===== src/hw/dwg_pkg.sv =====
// Constants and types shared by the disk write and read gating logic
package dwg_pkg;

   // ***********************************************************
   // Clock and timing
   // ***********************************************************
   localparam longint CLK_PERIOD_PS = 64'h0000_0000_0000_1388; // 5000 ps, 200 MHz
   localparam longint TD_TIME_NS = 1950; // Filter window, just under 2 us
   localparam longint RD_PULSE_NS = 500; // Read pulse width
   localparam longint POR_MS = 40; // Power-on initialisation length
   localparam longint ERASE_ON_US = 200; // Erase turn-on delay after gate
   localparam longint ERASE_OFF_US = 600; // Erase hold after gate release
   // Longest time: round down
   localparam int TD_CYC = int'((TD_TIME_NS * 1000) / CLK_PERIOD_PS);
   // Least times: round up
   localparam int RD_PULSE_CYC =
      int'((RD_PULSE_NS * 1000 + CLK_PERIOD_PS - 1) / CLK_PERIOD_PS);
   localparam int POR_CYC =
      int'((POR_MS * 1000000000 + CLK_PERIOD_PS - 1) / CLK_PERIOD_PS);
   localparam int ERASE_ON_CYC =
      int'((ERASE_ON_US * 1000000 + CLK_PERIOD_PS - 1) / CLK_PERIOD_PS);
   localparam int ERASE_OFF_CYC =
      int'((ERASE_OFF_US * 1000000 + CLK_PERIOD_PS - 1) / CLK_PERIOD_PS);

   // ***********************************************************
   // Widths and reset values
   // ***********************************************************
   localparam int LONG_W = 32; // Power-on and erase counters
   localparam int SHORT_W = 9; // Filter and pulse counters
   localparam int EVT_FIFO_DEPTH = 16;
   localparam logic RST_LOW = 1'h0;
   localparam logic RST_HIGH = 1'h1;

   // ***********************************************************
   // Types
   // ***********************************************************
   typedef enum logic [1:0] {
      DWG_ER_IDLE = 2'h0,
      DWG_ER_DELAY = 2'h1,
      DWG_ER_ON = 2'h2,
      DWG_ER_HOLD = 2'h3
   } dwg_erase_st_t;

   // One filtered read transition
   typedef struct packed {
      logic level; // New filtered level
      logic head; // Head selected when it was seen
   } dwg_rd_evt_t;

endpackage


===== src/hw/dwg_fifo.sv =====
// Small synchronous FIFO with valid/ready on both sides
`timescale 1ns/1ps
`default_nettype none

module dwg_fifo #(
   parameter int WIDTH = 2,
   parameter int DEPTH = 16
) (
   input wire logic clk_i, // System clock
   input wire logic sys_rst_i, // Synchronous reset, high
   input wire logic in_valid_i, // Write request
   output logic in_ready_o, // Room for a word
   input wire logic [WIDTH-1:0] in_data_i, // Word to store
   output logic out_valid_o, // Word available
   input wire logic out_ready_i, // Reader takes the word
   output logic [WIDTH-1:0] out_data_o // Oldest word
);

   localparam int AW = $clog2(DEPTH);
   localparam int CW = $clog2(DEPTH + 1);

   logic [WIDTH-1:0] mem [DEPTH];
   logic [AW-1:0] wr_ptr_reg;
   logic [AW-1:0] rd_ptr_reg;
   logic [CW-1:0] cnt_reg;
   wire push_w;
   wire pop_w;

   // ***********************************************************
   // Handshake
   // ***********************************************************
   // Full and empty come straight from the fill count
   assign in_ready_o = (cnt_reg != CW'(DEPTH));
   assign out_valid_o = (cnt_reg != '0);
   assign push_w = in_valid_i & in_ready_o;
   assign pop_w = out_valid_o & out_ready_i;
   assign out_data_o = mem[rd_ptr_reg];

   // ***********************************************************
   // Storage and pointers
   // ***********************************************************
   // Storage needs no reset; only words below the count are read
   always_ff @(posedge clk_i) begin
      if (push_w) begin
         mem[wr_ptr_reg] <= in_data_i;
      end
   end

   // Pointers wrap at the depth, which need not be a power of two
   always_ff @(posedge clk_i) begin
      if (sys_rst_i) begin
         wr_ptr_reg <= '0;
         rd_ptr_reg <= '0;
         cnt_reg <= '0;
      end else begin
         if (push_w) begin
            wr_ptr_reg <= (wr_ptr_reg == AW'(DEPTH - 1)) ? '0 : wr_ptr_reg + 1'b1;
         end
         if (pop_w) begin
            rd_ptr_reg <= (rd_ptr_reg == AW'(DEPTH - 1)) ? '0 : rd_ptr_reg + 1'b1;
         end
         cnt_reg <= cnt_reg + CW'(push_w) - CW'(pop_w);
      end
   end

endmodule

`default_nettype wire


===== src/hw/dwg_gate.sv =====
// Disk write gating, erase timing, read qualification and power-on logic
`timescale 1ns/1ps
`default_nettype none

module dwg_gate #(
   parameter int unsigned POR_CYC = dwg_pkg::POR_CYC,
   parameter int unsigned ERASE_ON_CYC = dwg_pkg::ERASE_ON_CYC,
   parameter int unsigned ERASE_OFF_CYC = dwg_pkg::ERASE_OFF_CYC
) (
   input wire logic clk_i, // 200 MHz reference clock
   input wire logic sys_rst_i, // Synchronous reset, high
   input wire logic drive_sel_i, // Drive selected
   input wire logic record_gate_i, // Host write gate, high = write
   input wire logic record_data_i, // Encoded write data pulses
   input wire logic side_sel_i, // 0 = head 0, 1 = head 1
   input wire logic write_protect_i, // Inserted disk is protected
   input wire logic write_inhibit_i, // Jumper-selected inhibit
   input wire logic logic_supply_low_i, // Logic supply below 4.7 V
   input wire logic motor_supply_low_i, // Motor supply below 9 V
   input wire logic read_cmp_i, // Read comparator output
   output logic record_enable_n_o, // Record enable, low active
   output logic winding_a_o, // Current into winding 1
   output logic winding_b_o, // Current into winding 2
   output logic tunnel_erase_on_n_o, // Erase control, low active
   output logic erase_switch_o, // Erase current switch
   output logic read_sw_head0_o, // Head 0 to preamplifier
   output logic read_sw_head1_o, // Head 1 to preamplifier
   output logic read_data_n_o, // Read pulse, low active
   output logic read_level_o, // Filtered level of last pulse
   output logic read_head_o, // Head of last pulse
   output logic supply_fault_o, // Supply fault seen
   output logic poweron_init_n_o // Power-on init, low active
);

   localparam int LW = dwg_pkg::LONG_W;
   localparam int SW = dwg_pkg::SHORT_W;
   localparam logic [SW-1:0] TD_LOAD = SW'(dwg_pkg::TD_CYC);
   localparam logic [SW-1:0] PULSE_LOAD = SW'(dwg_pkg::RD_PULSE_CYC + 1);
   localparam logic [SW-1:0] CNT_ONE = SW'(1);

   // Decrement that stops at zero
   function automatic logic [LW-1:0] dec_sat(input logic [LW-1:0] v);
      return (v == '0) ? '0 : v - 1'b1;
   endfunction

   // ***********************************************************
   // Power-on initialisation
   // ***********************************************************
   logic [LW-1:0] por_cnt_reg;
   logic por_n_reg;
   wire por_active_w;

   assign por_active_w = ~por_n_reg;

   // Counts from reset release; init stays low until count runs out
   always_ff @(posedge clk_i) begin
      if (sys_rst_i) begin
         por_cnt_reg <= LW'(POR_CYC);
         por_n_reg <= dwg_pkg::RST_LOW;
      end else begin
         por_cnt_reg <= dec_sat(por_cnt_reg);
         por_n_reg <= (por_cnt_reg <= LW'(1));
      end
   end

   // ***********************************************************
   // Record enable and supply fault
   // ***********************************************************
   logic rec_en_n_reg;
   logic fault_reg;
   wire rec_en_w;
   wire fault_w;

   // No writing during power-on init either
   assign rec_en_w = record_gate_i & drive_sel_i & ~write_protect_i
                     & ~write_inhibit_i & por_n_reg;
   assign fault_w = logic_supply_low_i | motor_supply_low_i;

   always_ff @(posedge clk_i) begin
      if (sys_rst_i) begin
         rec_en_n_reg <= dwg_pkg::RST_HIGH;
         fault_reg <= dwg_pkg::RST_LOW;
      end else begin
         rec_en_n_reg <= ~rec_en_w;
         fault_reg <= fault_w;
      end
   end

   // ***********************************************************
   // Write toggle and windings
   // ***********************************************************
   logic data_prev_reg;
   logic tog_reg;
   logic wind_a_reg;
   logic wind_b_reg;
   wire data_edge_w;
   wire wr_ok_w;

   // Data pulses are sampled levels; the rising edge is the pulse
   assign data_edge_w = record_data_i & ~data_prev_reg;
   assign wr_ok_w = ~rec_en_n_reg & ~fault_w;

   always_ff @(posedge clk_i) begin
      if (sys_rst_i) begin
         data_prev_reg <= dwg_pkg::RST_LOW;
         tog_reg <= dwg_pkg::RST_LOW;
         wind_a_reg <= dwg_pkg::RST_LOW;
         wind_b_reg <= dwg_pkg::RST_LOW;
      end else begin
         data_prev_reg <= record_data_i;
         if (data_edge_w && !rec_en_n_reg) begin
            tog_reg <= ~tog_reg;
         end
         wind_a_reg <= wr_ok_w & tog_reg;
         wind_b_reg <= wr_ok_w & ~tog_reg;
      end
   end

   // ***********************************************************
   // Erase delay and release one-shots
   // ***********************************************************
   dwg_pkg::dwg_erase_st_t er_st_reg;
   dwg_pkg::dwg_erase_st_t er_st_next;
   logic [LW-1:0] er_cnt_reg;
   logic [LW-1:0] er_cnt_next;
   logic erase_n_reg;
   logic erase_sw_reg;
   wire writing_w;
   wire er_done_w;
   wire erase_want_w;

   assign writing_w = ~rec_en_n_reg;
   assign er_done_w = (er_cnt_reg == '0);
   assign erase_want_w = ((er_st_next == dwg_pkg::DWG_ER_ON) ||
                          (er_st_next == dwg_pkg::DWG_ER_HOLD)) && !fault_w;

   // Erase trails the write gap, so it starts late and ends late
   always_comb begin
      er_st_next = er_st_reg;
      er_cnt_next = dec_sat(er_cnt_reg);
      unique case (er_st_reg)
         dwg_pkg::DWG_ER_IDLE: begin
            if (writing_w) begin
               er_st_next = dwg_pkg::DWG_ER_DELAY;
               er_cnt_next = LW'(ERASE_ON_CYC - 1);
            end
         end
         dwg_pkg::DWG_ER_DELAY: begin
            if (!writing_w) begin
               er_st_next = dwg_pkg::DWG_ER_IDLE;
            end else if (er_done_w) begin
               er_st_next = dwg_pkg::DWG_ER_ON;
            end
         end
         dwg_pkg::DWG_ER_ON: begin
            if (!writing_w) begin
               er_st_next = dwg_pkg::DWG_ER_HOLD;
               er_cnt_next = LW'(ERASE_OFF_CYC - 1);
            end
         end
         dwg_pkg::DWG_ER_HOLD: begin
            if (writing_w) begin
               er_st_next = dwg_pkg::DWG_ER_ON;
            end else if (er_done_w) begin
               er_st_next = dwg_pkg::DWG_ER_IDLE;
            end
         end
      endcase
      if (por_active_w) begin
         er_st_next = dwg_pkg::DWG_ER_IDLE;
         er_cnt_next = '0;
      end
   end

   // Control and switch come from one term, so they never disagree
   always_ff @(posedge clk_i) begin
      if (sys_rst_i) begin
         er_st_reg <= dwg_pkg::DWG_ER_IDLE;
         er_cnt_reg <= '0;
         erase_n_reg <= dwg_pkg::RST_HIGH;
         erase_sw_reg <= dwg_pkg::RST_LOW;
      end else begin
         er_st_reg <= er_st_next;
         er_cnt_reg <= er_cnt_next;
         erase_n_reg <= ~erase_want_w;
         erase_sw_reg <= erase_want_w;
      end
   end

   // ***********************************************************
   // Read switches
   // ***********************************************************
   logic rsw0_reg;
   logic rsw1_reg;

   always_ff @(posedge clk_i) begin
      if (sys_rst_i) begin
         rsw0_reg <= dwg_pkg::RST_LOW;
         rsw1_reg <= dwg_pkg::RST_LOW;
      end else begin
         rsw0_reg <= ~rec_en_w & ~side_sel_i;
         rsw1_reg <= ~rec_en_w & side_sel_i;
      end
   end

   // ***********************************************************
   // Time-domain filter
   // ***********************************************************
   logic cmp_prev_reg;
   logic [SW-1:0] td_cnt_reg;
   logic filt_reg;
   wire cmp_edge_w;
   wire td_end_w;
   wire differ_w;
   wire load_w;
   wire fifo_in_ready_w;
   wire fifo_out_valid_w;
   wire pop_w;
   dwg_pkg::dwg_rd_evt_t evt_in_w;
   dwg_pkg::dwg_rd_evt_t evt_out_w;

   assign cmp_edge_w = read_cmp_i ^ cmp_prev_reg;
   assign td_end_w = (td_cnt_reg == CNT_ONE);
   assign differ_w = read_cmp_i ^ filt_reg;
   // A full FIFO holds the one-shot at its end, so no transition is lost
   assign load_w = td_end_w & ~cmp_edge_w & (~differ_w | fifo_in_ready_w);
   assign evt_in_w = '{level: read_cmp_i, head: side_sel_i};

   always_ff @(posedge clk_i) begin
      if (sys_rst_i) begin
         cmp_prev_reg <= dwg_pkg::RST_LOW;
         td_cnt_reg <= '0;
         filt_reg <= dwg_pkg::RST_LOW;
      end else begin
         cmp_prev_reg <= read_cmp_i;
         if (cmp_edge_w) begin
            td_cnt_reg <= TD_LOAD;
         end else if (td_cnt_reg != '0 && !(td_end_w && !load_w)) begin
            td_cnt_reg <= td_cnt_reg - 1'b1;
         end
         if (load_w) begin
            filt_reg <= read_cmp_i;
         end
      end
   end

   // Filtered transitions queue up for the pulse former
   dwg_fifo #(
      .WIDTH($bits(dwg_pkg::dwg_rd_evt_t)),
      .DEPTH(dwg_pkg::EVT_FIFO_DEPTH)
   ) u_evt_fifo (
      .clk_i(clk_i),
      .sys_rst_i(sys_rst_i),
      .in_valid_i(td_end_w & ~cmp_edge_w & differ_w),
      .in_ready_o(fifo_in_ready_w),
      .in_data_i(evt_in_w),
      .out_valid_o(fifo_out_valid_w),
      .out_ready_i(pop_w),
      .out_data_o(evt_out_w)
   );

   // ***********************************************************
   // Read pulse former
   // ***********************************************************
   logic [SW-1:0] pcnt_reg;
   logic [SW-1:0] pcnt_next;
   logic rd_n_reg;
   logic rd_level_reg;
   logic rd_head_reg;

   // Two idle high cycles separate queued pulses so each is seen
   assign pop_w = fifo_out_valid_w & (pcnt_reg == '0);
   assign pcnt_next = pop_w ? PULSE_LOAD :
                      (pcnt_reg != '0) ? pcnt_reg - 1'b1 : '0;

   always_ff @(posedge clk_i) begin
      if (sys_rst_i) begin
         pcnt_reg <= '0;
         rd_n_reg <= dwg_pkg::RST_HIGH;
         rd_level_reg <= dwg_pkg::RST_LOW;
         rd_head_reg <= dwg_pkg::RST_LOW;
      end else begin
         pcnt_reg <= pcnt_next;
         rd_n_reg <= ~(pcnt_next > CNT_ONE);
         if (pop_w) begin
            rd_level_reg <= evt_out_w.level;
            rd_head_reg <= evt_out_w.head;
         end
      end
   end

   // ***********************************************************
   // Outputs
   // ***********************************************************
   assign record_enable_n_o = rec_en_n_reg;
   assign winding_a_o = wind_a_reg;
   assign winding_b_o = wind_b_reg;
   assign tunnel_erase_on_n_o = erase_n_reg;
   assign erase_switch_o = erase_sw_reg;
   assign read_sw_head0_o = rsw0_reg;
   assign read_sw_head1_o = rsw1_reg;
   assign read_data_n_o = rd_n_reg;
   assign read_level_o = rd_level_reg;
   assign read_head_o = rd_head_reg;
   assign supply_fault_o = fault_reg;
   assign poweron_init_n_o = por_n_reg;
endmodule

`default_nettype wire


===== config.mk =====
export PLATFORM = sky130hd
export DESIGN_NAME = dwg_gate
export DESIGN_NICKNAME = d
export VERILOG_FILES = /design/src/hw/dwg_pkg.sv /design/src/hw/dwg_fifo.sv /design/src/hw/dwg_gate.sv
export SDC_FILE = /design/constraint.sdc
export NUM_CORES = 1
export LEC_CHECK = 0
export BUFFER_PORTS_ARGS = -buffer_cell sky130_fd_sc_hd__buf_2
export CAP_MARGIN = 25
export CORE_MARGIN = 8
export CORE_UTILIZATION = 41
export CTS_BUF_LIST = sky130_fd_sc_hd__clkbuf_8 sky130_fd_sc_hd__clkbuf_16
export DETAILED_ROUTE_END_ITERATION = 8
export GPL_TIMING_DRIVEN = 0
export PLACE_DENSITY_LB_ADDON = 0.25
export SYNTH_ARGS = -nofsm -noshare
export SYNTH_HDL_FRONTEND = slang
export SYNTH_HIERARCHICAL = 1
export SYNTH_SLANG_ARGS = --single-unit

===== constraint.sdc =====
create_clock -name clk_i -period 4.4 [get_ports clk_i]
set_clock_uncertainty 0.2 [all_clocks]
set_input_delay 0.66 -clock clk_i [delete_from_list [all_inputs] [get_ports clk_i]]
set_output_delay 0.66 -clock clk_i [all_outputs]
set_load 0.02 [all_outputs]

=== Word-level counts from Yosys, hierarchy flattened ===
Memories as Yosys holds them, arrays and structs flattened. A register that Yosys moved wholly into a read port is not among the register bits.
Index checks and enable logic that the tools add are counted.

* Register bits after elaboration: 111
* Bits in latches: 0
* Memory bits (writable): 32
* Bits in read-only memories: 0
* Input port bits: 11
* Output and inout bits: 12
* Logic and storage cells: 118
* Memories: 1

* $add $sub $neg: 8
* Multiply operators: 0
* Divide/modulo/power cells: 0
* $lt $le $gt $ge: 2
* Eq/ne operators: 9
* Shift-type cells: 0
* Muxes and demuxes: 21
* Bitwise logic cells: 33
* Reduce and logical (&&, ||, !) cells: 20

{| class="wikitable"
|+ Memory list
! name !! depth !! bits a word !! read ports !! clocked after memory_dff !! write ports !! RTL line !! text
|-
| u_evt_fifo.mem || 16 || 2 || 1 || 1 || 1 || dwg_fifo.sv:22 || <nowiki>logic [WIDTH-1:0] mem [DEPTH];</nowiki>
|}

{| class="wikitable"
|+ Operators with widths
! operator !! number
|-
| two-way mux 32 bit || 3
|-
| zero test 32 bit || 2
|-
| one-hot mux 32 bit (2 select lines) || 1
|-
| subtractor 32 x 1 -> 32 bit (second input constant) || 2
|-
| two-way mux 9 bit || 4
|-
| <= comparator 32 x 1 -> 1 bit (second input constant) || 1
|-
| two-way mux 23 bit || 1
|-
| nonzero test 9 bit || 2
|-
| subtractor 9 x 1 -> 9 bit (second input constant) || 2
|-
| bitwise AND 1 bit || 16
|-
| two-way mux 2 bit || 7
|-
| inverter 1 bit || 13
|-
| == test 9 x 1 -> 1 bit (second input constant) || 1
|-
| > comparator 9 x 1 -> 1 bit (second input constant) || 1
|-
| zero test 9 bit || 1
|-
| adder 4 x 1 -> 4 bit (second input constant) || 2
|-
| == test 2 bit (second input constant) || 4
|-
| == test 4 bit (second input constant) || 2
|-
| two-way mux 4 bit || 2
|-
| one-hot mux 2 bit (4 select lines) || 1
|-
| OR reduction 2 bit || 3
|-
| adder 5 x 1 -> 5 bit || 1
|-
| != test 5 bit (second input constant) || 1
|-
| nonzero test 5 bit || 1
|-
| other kinds (10) || 19
|}

=== Depth between registers and ports, before layout ===
Gate-level depths: netlist of run 1.

* Depth after elaboration: 10
* Mapped depth: 18
* Mapped depth without buffers: 17

=== By module ===
Netlist of run 1, hierarchy kept.

{| class="wikitable"
|+ By module, submodules not included
! module !! times used !! cells an instance !! area each (µm²) !! seq. area each (µm²)
|-
| dwg_gate || 1 || 524 || 4584.4 || 2001.9
|-
| dwg_fifo || 1 || 163 || 2138.3 || 1301.2
|}

=== Worst setup path after synthesis of run 1 ===
OpenSTA, ideal clock, no wires.

* Path kind: flip-flop to flip-flop
* Start point: reg pcnt_reg[0]
* End point: reg u_evt_fifo.cnt_reg[4]
* Library setup time: 0.117 ns
* Arrival: 3.262 ns
* Data required time: 4.083 ns
* Setup slack: 0.822 ns
* Stages on the path, launching flop included: 19
* Path buffers: 1
* Clock period less this slack: 3.578 ns
* Cell sequence: dfxtp_1 -> inv_1 -> ha_1 -> or4b_1 -> clkbuf_1 -> nor3_1 -> nand2_1 -> inv_1 -> nand2_2 -> inv_1 -> ha_1 -> inv_1 -> ha_1 -> inv_1 -> fa_1 -> nor2b_1 -> o21bai_1 -> a21oi_1 -> nor3b_1

* Longest elaborated chain between the ends: 4

{| class="wikitable"
|+ RTL lines
! what !! RTL line !! text
|-
| from (decl) || dwg_gate.sv:265 || <nowiki>logic [SW-1:0] pcnt_reg;</nowiki>
|-
| from (signal assigned) || dwg_gate.sv:283 || <nowiki>pcnt_reg <= pcnt_next;</nowiki>
|-
| zero test 9 bit || dwg_gate.sv:272 || <nowiki>assign pop_w = fifo_out_valid_w & (pcnt_reg == '0);</nowiki>
|-
| bitwise AND 1 bit || dwg_gate.sv:272 ||
|-
| named net pop_w || dwg_gate.sv:218 || <nowiki>wire pop_w;</nowiki>
|-
| bitwise AND 1 bit || dwg_fifo.sv:36 || <nowiki>assign pop_w = out_valid_o & out_ready_i;</nowiki>
|-
| subtractor 5 x 1 -> 5 bit || dwg_fifo.sv:62 || <nowiki>cnt_reg <= cnt_reg + CW'(push_w) - CW'(pop_w);</nowiki>
|-
| to (signal assigned) || dwg_fifo.sv:62 ||
|-
| to (decl) || dwg_fifo.sv:25 || <nowiki>logic [CW-1:0] cnt_reg;</nowiki>
|}

The timed path passes the listed nets, and every way through them passes these cells.
A chain may end at the register's enable or synchronous reset.

=== Worst setup path after layout of run 1 ===
Same ends and word-level chain as after synthesis.

==> reports/summary.md, run 1 <==
* **number of enable flip-flop cells after synthesis** 32
* **top layer used by detailed routing** met4
* **CTS tree** built
* **CP Cell Sequence** inv_1 > ha_1 > or4b_1 > clkbuf_1 > nor3_2 > nand2_1 > inv_1 > nand2_2 > inv_1 > ha_1 > inv_1 > ha_1 > inv_1 > fa_1 > nor2b_1 > o21bai_1 > a21oi_1 > nor3b_1
* **sequential fraction of the synthesis area** 0.491
* **met3 WL** 419 um
* **width of the die** 144 um
* **final clock period utilization by the worst path** 0.878
* **endpoint type of the worst setup path** register
* **data required time at the worst endpoint** 4.50 ns
* **Most Frequent Cell on Critical Path** inv_1
* **Worst EP arrival** 3.96 ns
* **prevailing post-synth register cell** dfxtp_1
* **clock transition at the registers of the reported paths** 0.06 ns
* **DRC marker count from the first detailed-route iteration** 307
* **Max Fanout on Critical Path** 7
* **post-route antenna net violation count** 0
* **most used cells in the layout excluding fill and tap cells** dfxtp_1, nor2_1, a21oi_1
* **Row Count** 47
* **kind of start point of the critical path** register
* **number of warning messages in the yosys log** 6
* **maximum clock frequency** 259 MHz
* **maximum buffer depth of the clock tree** 2
* **number of non-filler instances in the completed layout** 961
* **drt first pass iters** 4
* **category of cells accounting for the largest share of critical-path delay** simple AND/OR/NAND/NOR gates
* **overall overflow remaining after global route** 0
* **total internal power** 2920 uW
* **Syn-to-layout area delta** 16.2%
* **via count of the routed design** 5,026
* **Synth Cell Area** 6720 um2
* **max_slew headroom** 0.409
* **count of final max-slew check failures** 0
* **met1 WL** 6.52 mm
* **post-CTS setup repair buffer count** 0
* **die height** 144 um
* **outcome** finished, final reports clean
* **least setup slack across all paths after layout** 0.539 ns
* **port bufs** 22
* **ports placed on the boundary** 23
* **most common library cell in the layout ignoring fill and taps** dfxtp_1
* **number of antenna violations at the first check in global routing** 0
* **via count of the first global-routing pass** 4,936
* **core footprint** 16,300 um2
* **part of the power in the clock network** 0.428
* **Synth async-reset ratio** 0
* **final hold slack** 0.271 ns
* **power density over the cells** 502 nW/um2
* **number of instances in the synthesized netlist** 687
* **remaining routing DRC violations** 0
* **post-route core utilization** 0.479
* **slew at the pin with the worst max-slew slack** 0.879 ns
* **combinational share of power** 0.170
* **CTS root buffer** clkbuf_16
* **Die ar.** 20,800 um2
* **total clock buffers created by CTS** 17
* **reported net switching power** 999 uW
* **reported leakage power** 0.00301 uW
* **largest net degree at the start of global routing** 24
* **Synth Net Count** 716
* **total of max-cap violations** 0
* **Sink Count** 149
* **largest incremental delay on the critical path** 0.44 ns
* **fraction of final layout cells sized beyond drive strength 1** 0.124
* **Met2 Wirelength** 6.93 mm
* **routed length per placed instance** 14.6 um
* **initial cell density of the core** 0.413
* **total negative slack** 0 ns
* **Post-Route WL** 14.1 mm
* **net switching fraction of the power** 0.255
* **slowest cell on the critical path** or4b_1
* **number of distinct library cells after synthesis** 63
* **type of the most critical hold path** register to register
* **wire length of the first global-routing pass** 23.7 mm
* **proportion of power drawn by flip-flops and latches** 0.402
* **number of failing hold endpoints at the final stage** 0
* **critical path buffer and inverter count** 6
* **Placer Congestion** 0.807
* **number of register bits inferred by synthesis** 149
* **worst ir drop on vdd** 0.000318 V
* **final critical-path required period** 3.86 ns
* **number of nets in the final layout** 758
* **half-perimeter wire length of the detailed placement result** 10.1 mm
* **insertion delay of the later-clocked pin in the worst-skew pair** 0.42 ns
* **# setup viols final** 0
* **unrepaired setup endpoints after global routing** false
* **Mapped Avg Cell Area** 9.79 um2
* **kind of critical path** register to register
* **number of H-tree levels** 4
* **Antenna Cells** 0
* **overall track demand over capacity in global routing** 0.145
* **Worst Setup Slack post-DPL** 0.343 ns
* **via-per-instance ratio** 5.23
* **cell total after placement** 930
==> power by group through the flow <==
stage	Clock [uW]	Sequential, uW	Combinational (uW)
after floorplan	0	1600	513
after global placement	0	1600	638
after detailed placement	0	1600	660
after CTS	1710	1580	666
after global routing	1760	1590	751
final	1680	1580	665
==> metal layers <==
metal  GRT usage  vias to the layer above
met5           0                        -
met3      0.0360                       16
li1            -                     2536
met2       0.242                       57
met4      0.0592                        0
met1       0.176                     2417
==> worst register-to-register path: stages, from the launching register on <==
cell      delay (ns)
dfxtp_1         0.33
inv_1           0.07
ha_1            0.25
or4b_1          0.45
clkbuf_1        0.17
nor3_2          0.43
nand2_1         0.16
inv_1           0.15
nand2_2         0.10
inv_1           0.07
ha_1            0.22
inv_1           0.06
ha_1            0.15
inv_1           0.06
fa_1            0.37
nor2b_1         0.17
o21bai_1        0.11
a21oi_1         0.17
nor3b_1         0.07
==> stage by stage <==
| stage | instance area [um2] | power (uW) |
|---|---|---|
| final | 7810 | 3920 |
| after global routing | 7810 | 4100 |
| after CTS | 7800 | 3950 |
| after detailed placement | 7110 | 2260 |
| after global placement | 7110 | 2240 |
| after floorplan | 6720 | 2110 |
==> cell families after synthesis <==
logic type / after synthesis / share of synthesized area
buf+inv: 48 / 0.0315
xor+xnor: 67 / 0.0873
flops: 149 / 0.491
simple gates: 305 / 0.239
fa+ha+maj: 18 / 0.0346
mux: 12 / 0.0329
compound gates: 88 / 0.0834
==> final timing paths <==
path                                 startpoint  slack (ns)  depth (start not counted)               endpoint
worst min-delay path            por_cnt_reg[23]        0.27                          2        por_cnt_reg[23]
worst min register to register  por_cnt_reg[23]        0.27                          2        por_cnt_reg[23]
worst max-delay path                pcnt_reg[0]        0.54                         18  u_evt_fifo/cnt_reg[4]
worst max register to register      pcnt_reg[0]        0.54                         18  u_evt_fifo/cnt_reg[4]
==> cell usage after synthesis (3+ instances only) <==
cell      count  area (um2)
a21oi_1      41         205
a31oi_1       3        18.8
and2_1        3        18.8
and3_1        3        18.8
buf_2         4        20.0
buf_6         3        33.8
clkbuf_1     14        52.6
dfxtp_1     117        2340
edfxtp_1     32         961
ha_1         17         213
inv_1        26        97.6
mux2i_1       3        30.0
mux4_2        8         180
nand2_1      39         146
nand2b_1      3        18.8
nand3_1      24         120
nand4_1       4        25.0
nand4b_1      5        43.8
nor2_1      102         383
nor2b_1      12        75.1
nor3_1       37         185
nor3b_1       5        37.5
nor4_1       18         113
nor4_2        3        37.5
o21ai_0      11        55.1
o311ai_0      5        43.8
o31ai_1      10        75.1
or2_2         4        25.0
or3_1        16         100
or4_1         5        37.5
or4_4         3        33.8
or4b_1        3        30.0
xnor2_1      37         324
xor2_1       30         263
==> area by class of cell <==
type                            count  area [um2]
Timing Repair Buffer               23         115
Buffer                             22         114
Inverter                           26        97.6
Multi-Input combinational cell    490        3210
Sequential cell                   149        3300
Tap cell                          220         275
Clock buffer                       22         494
Fill cell                        1536        8480
Clock inverter                      9         198
==> repair_timing <==
item | CTS | global route
gates resized for setup | 0 | 1
setup endpoints to repair | 0 | 1
hold buffers | 0 | 0
Power figures use the tool's default switching activity.
==> run 2, diff against run 1 <==
--- a/config.mk
+++ b/config.mk
@@ -8,6 +8,8 @@
 export BUFFER_PORTS_ARGS = -buffer_cell sky130_fd_sc_hd__buf_2
 export CAP_MARGIN = 25
+export CELL_PAD_IN_SITES_DETAIL_PLACEMENT = 2
+export CELL_PAD_IN_SITES_GLOBAL_PLACEMENT = 2
 export CORE_MARGIN = 8
-export CORE_UTILIZATION = 41
+export CORE_UTILIZATION = 40
 export CTS_BUF_LIST = sky130_fd_sc_hd__clkbuf_8 sky130_fd_sc_hd__clkbuf_16
 export DETAILED_ROUTE_END_ITERATION = 8
--- a/constraint.sdc
+++ b/constraint.sdc
@@ -3,3 +3,3 @@
 set_input_delay 0.66 -clock clk_i [delete_from_list [all_inputs] [get_ports clk_i]]
 set_output_delay 0.66 -clock clk_i [all_outputs]
-set_load 0.02 [all_outputs]
+set_load 0.005 [all_outputs]
==> reports/summary.md, run 2 (synthesis gave the netlist of run 1 again) <==
* **outcome** finished, final reports clean
* **# setup viols final** 0, unchanged
* **reported net switching power** 1110 uW, +11%
* **type of the most critical hold path** register to register
* **Syn-to-layout area delta** 14.8%
* **post-route antenna net violation count** 0, unchanged
* **DRC marker count from the first detailed-route iteration** 204, -34%
* **final hold slack** 0.285 ns, +0.0142 ns
* **Placer Congestion** 0.768, -4.8%
* **largest incremental delay on the critical path** 0.45 ns, about the same
* **final critical-path required period** 3.94 ns, +0.0756 ns
* **Die ar.** 21,200 um2, +2.2%
* **cell total after placement** 930, unchanged
* **kind of start point of the critical path** register
* **maximum buffer depth of the clock tree** 2, unchanged
* **combinational share of power** 0.185, +0.015
* **largest net degree at the start of global routing** 24, unchanged
* **core footprint** 16,500 um2, +1.4%
* **routed length per placed instance** 19.2 um, +31%
* **number of H-tree levels** 4, unchanged
* **remaining routing DRC violations** 0, unchanged
* **drt first pass iters** 4, unchanged
* **count of final max-slew check failures** 0, unchanged
* **Row Count** 47, unchanged
* **kind of critical path** register to register
* **CTS tree** built
* **most used cells in the layout excluding fill and tap cells** dfxtp_1, nor2_1, a21oi_1
* **post-CTS setup repair buffer count** 0, unchanged
* **unrepaired setup endpoints after global routing** false
* **width of the die** 146 um, +1.1%
* **number of non-filler instances in the completed layout** 962, +0.10%
* **proportion of power drawn by flip-flops and latches** 0.422, +0.020
* **die height** 146 um, +1.1%
* **CTS root buffer** clkbuf_16
* **ports placed on the boundary** 23, unchanged
* **Most Frequent Cell on Critical Path** inv_1
* **category of cells accounting for the largest share of critical-path delay** simple AND/OR/NAND/NOR gates
* **total of max-cap violations** 0, unchanged
* **initial cell density of the core** 0.407, -0.00587
* **worst ir drop on vdd** 0.000279 V, -12%
* **endpoint type of the worst setup path** register
* **part of the power in the clock network** 0.393, -0.035
* **power density over the cells** 486 nW/um2, -3.2%
* **most common library cell in the layout ignoring fill and taps** dfxtp_1
* **port bufs** 22, unchanged
* **insertion delay of the later-clocked pin in the worst-skew pair** 0.42 ns, about the same
* **Max Fanout on Critical Path** 7, unchanged
* **clock transition at the registers of the reported paths** 0.06 ns, about the same
* **Worst EP arrival** 4.08 ns, +0.12 ns
* **wire length of the first global-routing pass** 31.3 mm, +32%
* **data required time at the worst endpoint** 4.54 ns, +0.04 ns
* **overall track demand over capacity in global routing** 0.182, +0.0366
* **reported leakage power** 0.00296 uW, -1.8%
* **Post-Route WL** 18.5 mm, +31%
* **via count of the first global-routing pass** 5,943, +20%
* **number of nets in the final layout** 758, unchanged
* **via count of the routed design** 5,256, +4.6%
* **total internal power** 2640 uW, -9.6%
* **slowest cell on the critical path** or4b_1
* **fraction of final layout cells sized beyond drive strength 1** 0.127, +0.00253
* **CP Cell Sequence** inv_1 > ha_1 > or4b_1 > clkbuf_1 > nor3_4 > nand2_1 > inv_1 > nand2_2 > inv_1 > ha_1 > inv_1 > ha_1 > inv_1 > fa_1 > nor2b_1 > o21bai_1 > nand3_1 > nor3b_1
* **maximum clock frequency** 254 MHz, -1.9%
* **via-per-instance ratio** 5.46, +4.5%
* **overall overflow remaining after global route** 0, unchanged
* **number of failing hold endpoints at the final stage** 0, unchanged
* **final clock period utilization by the worst path** 0.895, +0.0172
* **net switching fraction of the power** 0.296, +0.0415
* **Sink Count** 149, unchanged
* **half-perimeter wire length of the detailed placement result** 12.9 mm, +28%
* **Antenna Cells** 0, unchanged
* **number of antenna violations at the first check in global routing** 0, unchanged
* **critical path buffer and inverter count** 6, unchanged
* **max_slew headroom** 0.356, -0.0531
* **total clock buffers created by CTS** 17, unchanged
* **slew at the pin with the worst max-slew slack** 0.958 ns, +0.0790 ns
[run 2: repair_timing]
action,CTS,global route
hold endpoints to repair,0,0
endpoints found under the setup margin,1,1
gates resized for setup,1,1
hold buffers,0,0
cloned,0,0
[run 2: area by class of cell]
| type | instances | area [um2] |
|---|---|---|
| clock inverter | 15 | 166 |
| multi-input combinational | 490 | 3220 |
| sequential | 149 | 3300 |
| inverter | 26 | 97.6 |
| clock buffer | 17 | 425 |
| tap | 220 | 275 |
| timing repair buffer | 23 | 115 |
| fill | 1717 | 8810 |
| buffer | 22 | 114 |
[run 2: routing by layer]
metal | wire (um) | up-vias | GRT usage
li1 | - | 2529 | -
met1 | 8200 | 2666 | 0.212
met2 | 9650 | 36 | 0.328
met3 | 297 | 25 | 0.0323
met4 | 346 | 0 | 0.0666
met5 | 0 | - | 0
[run 2: path summary, 6_finish.rpt]
kind | endpoint | slack [ns] | start | cells past startpoint
max | u_evt_fifo/cnt_reg[4] | 0.46 | pcnt_reg[0] | 18
min | por_cnt_reg[0] | 0.28 | por_cnt_reg[0] | 1
max reg2reg | u_evt_fifo/cnt_reg[4] | 0.46 | pcnt_reg[0] | 18
min reg2reg | por_cnt_reg[0] | 0.28 | por_cnt_reg[0] | 1
[run 2: power by group through the flow]
stage	clock, uW	sequential, uW	combinational, uW
global route	1560	1590	792
CTS	1510	1580	703
floorplan	0	1590	513
detailed placement	0	1610	686
finish	1470	1580	695
global placement	0	1600	644
[run 2: through the flow]
stage / instance area (um2) / total power (uW) / setup slack, ns / util / setup TNS (ns)
floorplan: 6720 / 2100 / 0.822 / - / 0
global placement: 7110 / 2240 / 0.117 / 0.430 / 0
detailed placement: 7110 / 2300 / -0.0871 / 0.430 / -0.0871
CTS: 7710 / 3790 / 0.243 / 0.467 / 0
global route: 7720 / 3950 / 0.0792 / 0.467 / 0
finish: 7720 / 3750 / 0.463 / 0.467 / 0
==> run 3, diff against run 2 <==
==> constraint.sdc (replaced) <==
create_clock -name clk_i -period 4.4 [get_ports clk_i]
set_clock_uncertainty 0.2 [all_clocks]
set_input_delay 0.22 -clock clk_i [delete_from_list [all_inputs] [get_ports clk_i]]
set_output_delay 0.22 -clock clk_i [all_outputs]
set_load 0.005 [all_outputs]
==> reports/summary.md, run 3 (synthesis gave the netlist of run 1 again) <==
* **# setup viols final** 0, unchanged
* **number of H-tree levels** 4, unchanged
* **clock transition at the registers of the reported paths** 0.07 ns, about the same
* **core footprint** 16,500 um2, unchanged
* **Most Frequent Cell on Critical Path** inv_1
* **Placer Congestion** 0.768, unchanged
* **type of the most critical hold path** input pin to register
* **reported net switching power** 1110 uW, about the same
* **slew at the pin with the worst max-slew slack** 0.960 ns, +0.00265 ns
* **largest incremental delay on the critical path** 0.45 ns, about the same
* **routed length per placed instance** 19.4 um, +0.77%
* **ports placed on the boundary** 23, unchanged
* **Max Fanout on Critical Path** 7, unchanged
* **number of non-filler instances in the completed layout** 968, +0.62%
* **total clock buffers created by CTS** 17, unchanged
* **die height** 146 um, unchanged
* **maximum buffer depth of the clock tree** 2, unchanged
* **net switching fraction of the power** 0.296, about the same
* **drt first pass iters** 4, unchanged
* **Antenna Cells** 0, unchanged
* **part of the power in the clock network** 0.392, about the same
* **remaining routing DRC violations** 0, unchanged
* **half-perimeter wire length of the detailed placement result** 12.9 mm, unchanged
* **filler cell count in the final layout** 1,710, -0.41%
* **power density over the cells** 482 nW/um2, -0.68%
* **CP Cell Sequence** inv_1 > ha_1 > or4b_1 > clkbuf_1 > nor3_4 > nand2_1 > inv_1 > nand2_2 > inv_1 > ha_1 > inv_1 > ha_1 > inv_1 > fa_1 > nor2b_1 > o21bai_1 > nand3_1 > nor3b_1
* **total of max-cap violations** 0, unchanged
* **largest net degree at the start of global routing** 24, unchanged
* **post-route antenna net violation count** 0, unchanged
* **number of failing hold endpoints at the final stage** 0, unchanged
* **kind of start point of the critical path** register
* **count of final max-slew check failures** 0, unchanged
* **post-route core utilization** 0.471, +0.00363
* **slowest cell on the critical path** or4b_1
* **via count of the routed design** 5,297, +0.78%
* **width of the die** 146 um, unchanged
* **kind of critical path** register to register
* **most common library cell in the layout ignoring fill and taps** dfxtp_1
* **Syn-to-layout area delta** 15.7%
* **total internal power** 2640 uW, +0.10%
* **unrepaired setup endpoints after global routing** false
* **worst ir drop on vdd** 0.000281 V, +0.69%
* **fraction of final layout cells sized beyond drive strength 1** 0.126, -0.00102
* **CTS root buffer** clkbuf_16
* **overall track demand over capacity in global routing** 0.185, +0.00245
* **maximum clock frequency** 256 MHz, +0.76%
* **Sink Count** 149, unchanged
* **most used cells in the layout excluding fill and tap cells** dfxtp_1, nor2_1, a21oi_1
* **CTS tree** built
* **Worst EP arrival** 4.06 ns, -0.02 ns
* **initial cell density of the core** 0.407, unchanged
* **via-per-instance ratio** 5.47, +0.16%
* **outcome** finished, final reports clean
* **final clock period utilization by the worst path** 0.888, -0.00674
* **max_slew headroom** 0.354, -0.00178
* **reported leakage power** 0.00299 uW, +0.99%
* **number of antenna violations at the first check in global routing** 0, unchanged
* **cell depth of the worst flop-to-flop path** 18, unchanged
* **endpoint type of the worst setup path** register
* **DRC marker count from the first detailed-route iteration** 203, -0.49%
* **combinational share of power** 0.186, about the same
* **wire length of the first global-routing pass** 31.7 mm, +1.4%
* **number of nets in the final layout** 764, +0.79%
* **worst hold path cell count** 1, unchanged
* **Post-Route WL** 18.7 mm, +1.4%
* **data required time at the worst endpoint** 4.55 ns, about the same
* **Row Count** 47, unchanged
* **insertion delay of the later-clocked pin in the worst-skew pair** 0.43 ns, about the same
* **overall overflow remaining after global route** 0, unchanged
* **via count of the first global-routing pass** 6,019, +1.3%
* **proportion of power drawn by flip-flops and latches** 0.422, about the same
* **final hold slack** 0.0173 ns, -0.267 ns
* **cell total after placement** 930, unchanged
* **port bufs** 22, unchanged
* **Die ar.** 21,200 um2, unchanged
* **final critical-path required period** 3.91 ns, -0.0297 ns
## run 3: cell types whose count changed in the layout (fill, tap and decap cells not counted), sizes merged
cell         change
dlygate4sd3      +6
## run 3: power groups by stage
stage               registers [uW]  clock network (uW)  logic (uW)
finish                        1580                1470         699
global route                  1590                1560         797
floorplan                     1590                   0         513
global placement              1600                   0         644
CTS                           1580                1510         706
detailed placement            1610                   0         686
## run 3: per-stage QoR
| step | setup slack [ns] | power, uW | cell area [um2] | TNS [ns] |
|---|---|---|---|---|
| 2_1_floorplan | 0.822 | 2100 | 6720 | 0 |
| 3_3_place_gp | 0.117 | 2240 | 7110 | 0 |
| 3_5_place_dp | -0.0871 | 2300 | 7110 | -0.0871 |
| 4_1_cts | 0.243 | 3790 | 7770 | 0 |
| 5_1_grt | 0.0792 | 3950 | 7780 | 0 |
| 6_report | 0.493 | 3750 | 7780 | 0 |
## run 3: timing repair
action	4_1_cts	5_1_grt
hold endpoints to repair	11	0
resized for setup	1	1
setup endpoints to repair	1	1
hold buffers	6	0
buffers inserted	0	0
## run 3: routing by layer
layer / part of all wire / wire [um] / GRT usage / vias to the layer above
met5: 0 / 0 / 0 / -
met2: 0.52 / 9830 / 0.335 / 41
met1: 0.44 / 8210 / 0.214 / 2684
met4: 0.018 / 332 / 0.0645 / 0
met3: 0.020 / 374 / 0.0323 / 24
li1: - / - / - / 2548
## run 3: layout make-up
cell class | count | area, um2 | area share
tap | 220 | 275 | 0.0354
sequential | 149 | 3300 | 0.425
clock buffer | 17 | 425 | 0.0547
inverter | 26 | 97.6 | 0.0126
clock inverter | 15 | 166 | 0.0214
multi-input combinational | 490 | 3220 | 0.414
timing repair buffer | 29 | 175 | 0.0225
buffer | 22 | 114 | 0.0146
## run 3: worst paths after layout
kind                       start               endpoint  slack, ns
setup / recovery     pcnt_reg[0]  u_evt_fifo/cnt_reg[4]       0.49
hold / removal        side_sel_i   u_evt_fifo/mem[3][0]       0.02
setup reg to reg     pcnt_reg[0]  u_evt_fifo/cnt_reg[4]       0.49
hold reg to reg   por_cnt_reg[0]         por_cnt_reg[0]       0.28
## run 3: worst max-delay path, delay by kind of cell (launching register included)
family                   cells  cell delay (ns)
buffers and inverters        6             0.62
AND/OR/NAND/NOR              7             1.55
AO/OA/AOI/OAI                1             0.11
adder cells (fa/ha/maj)      4             1.02
flip-flops                   1             0.33
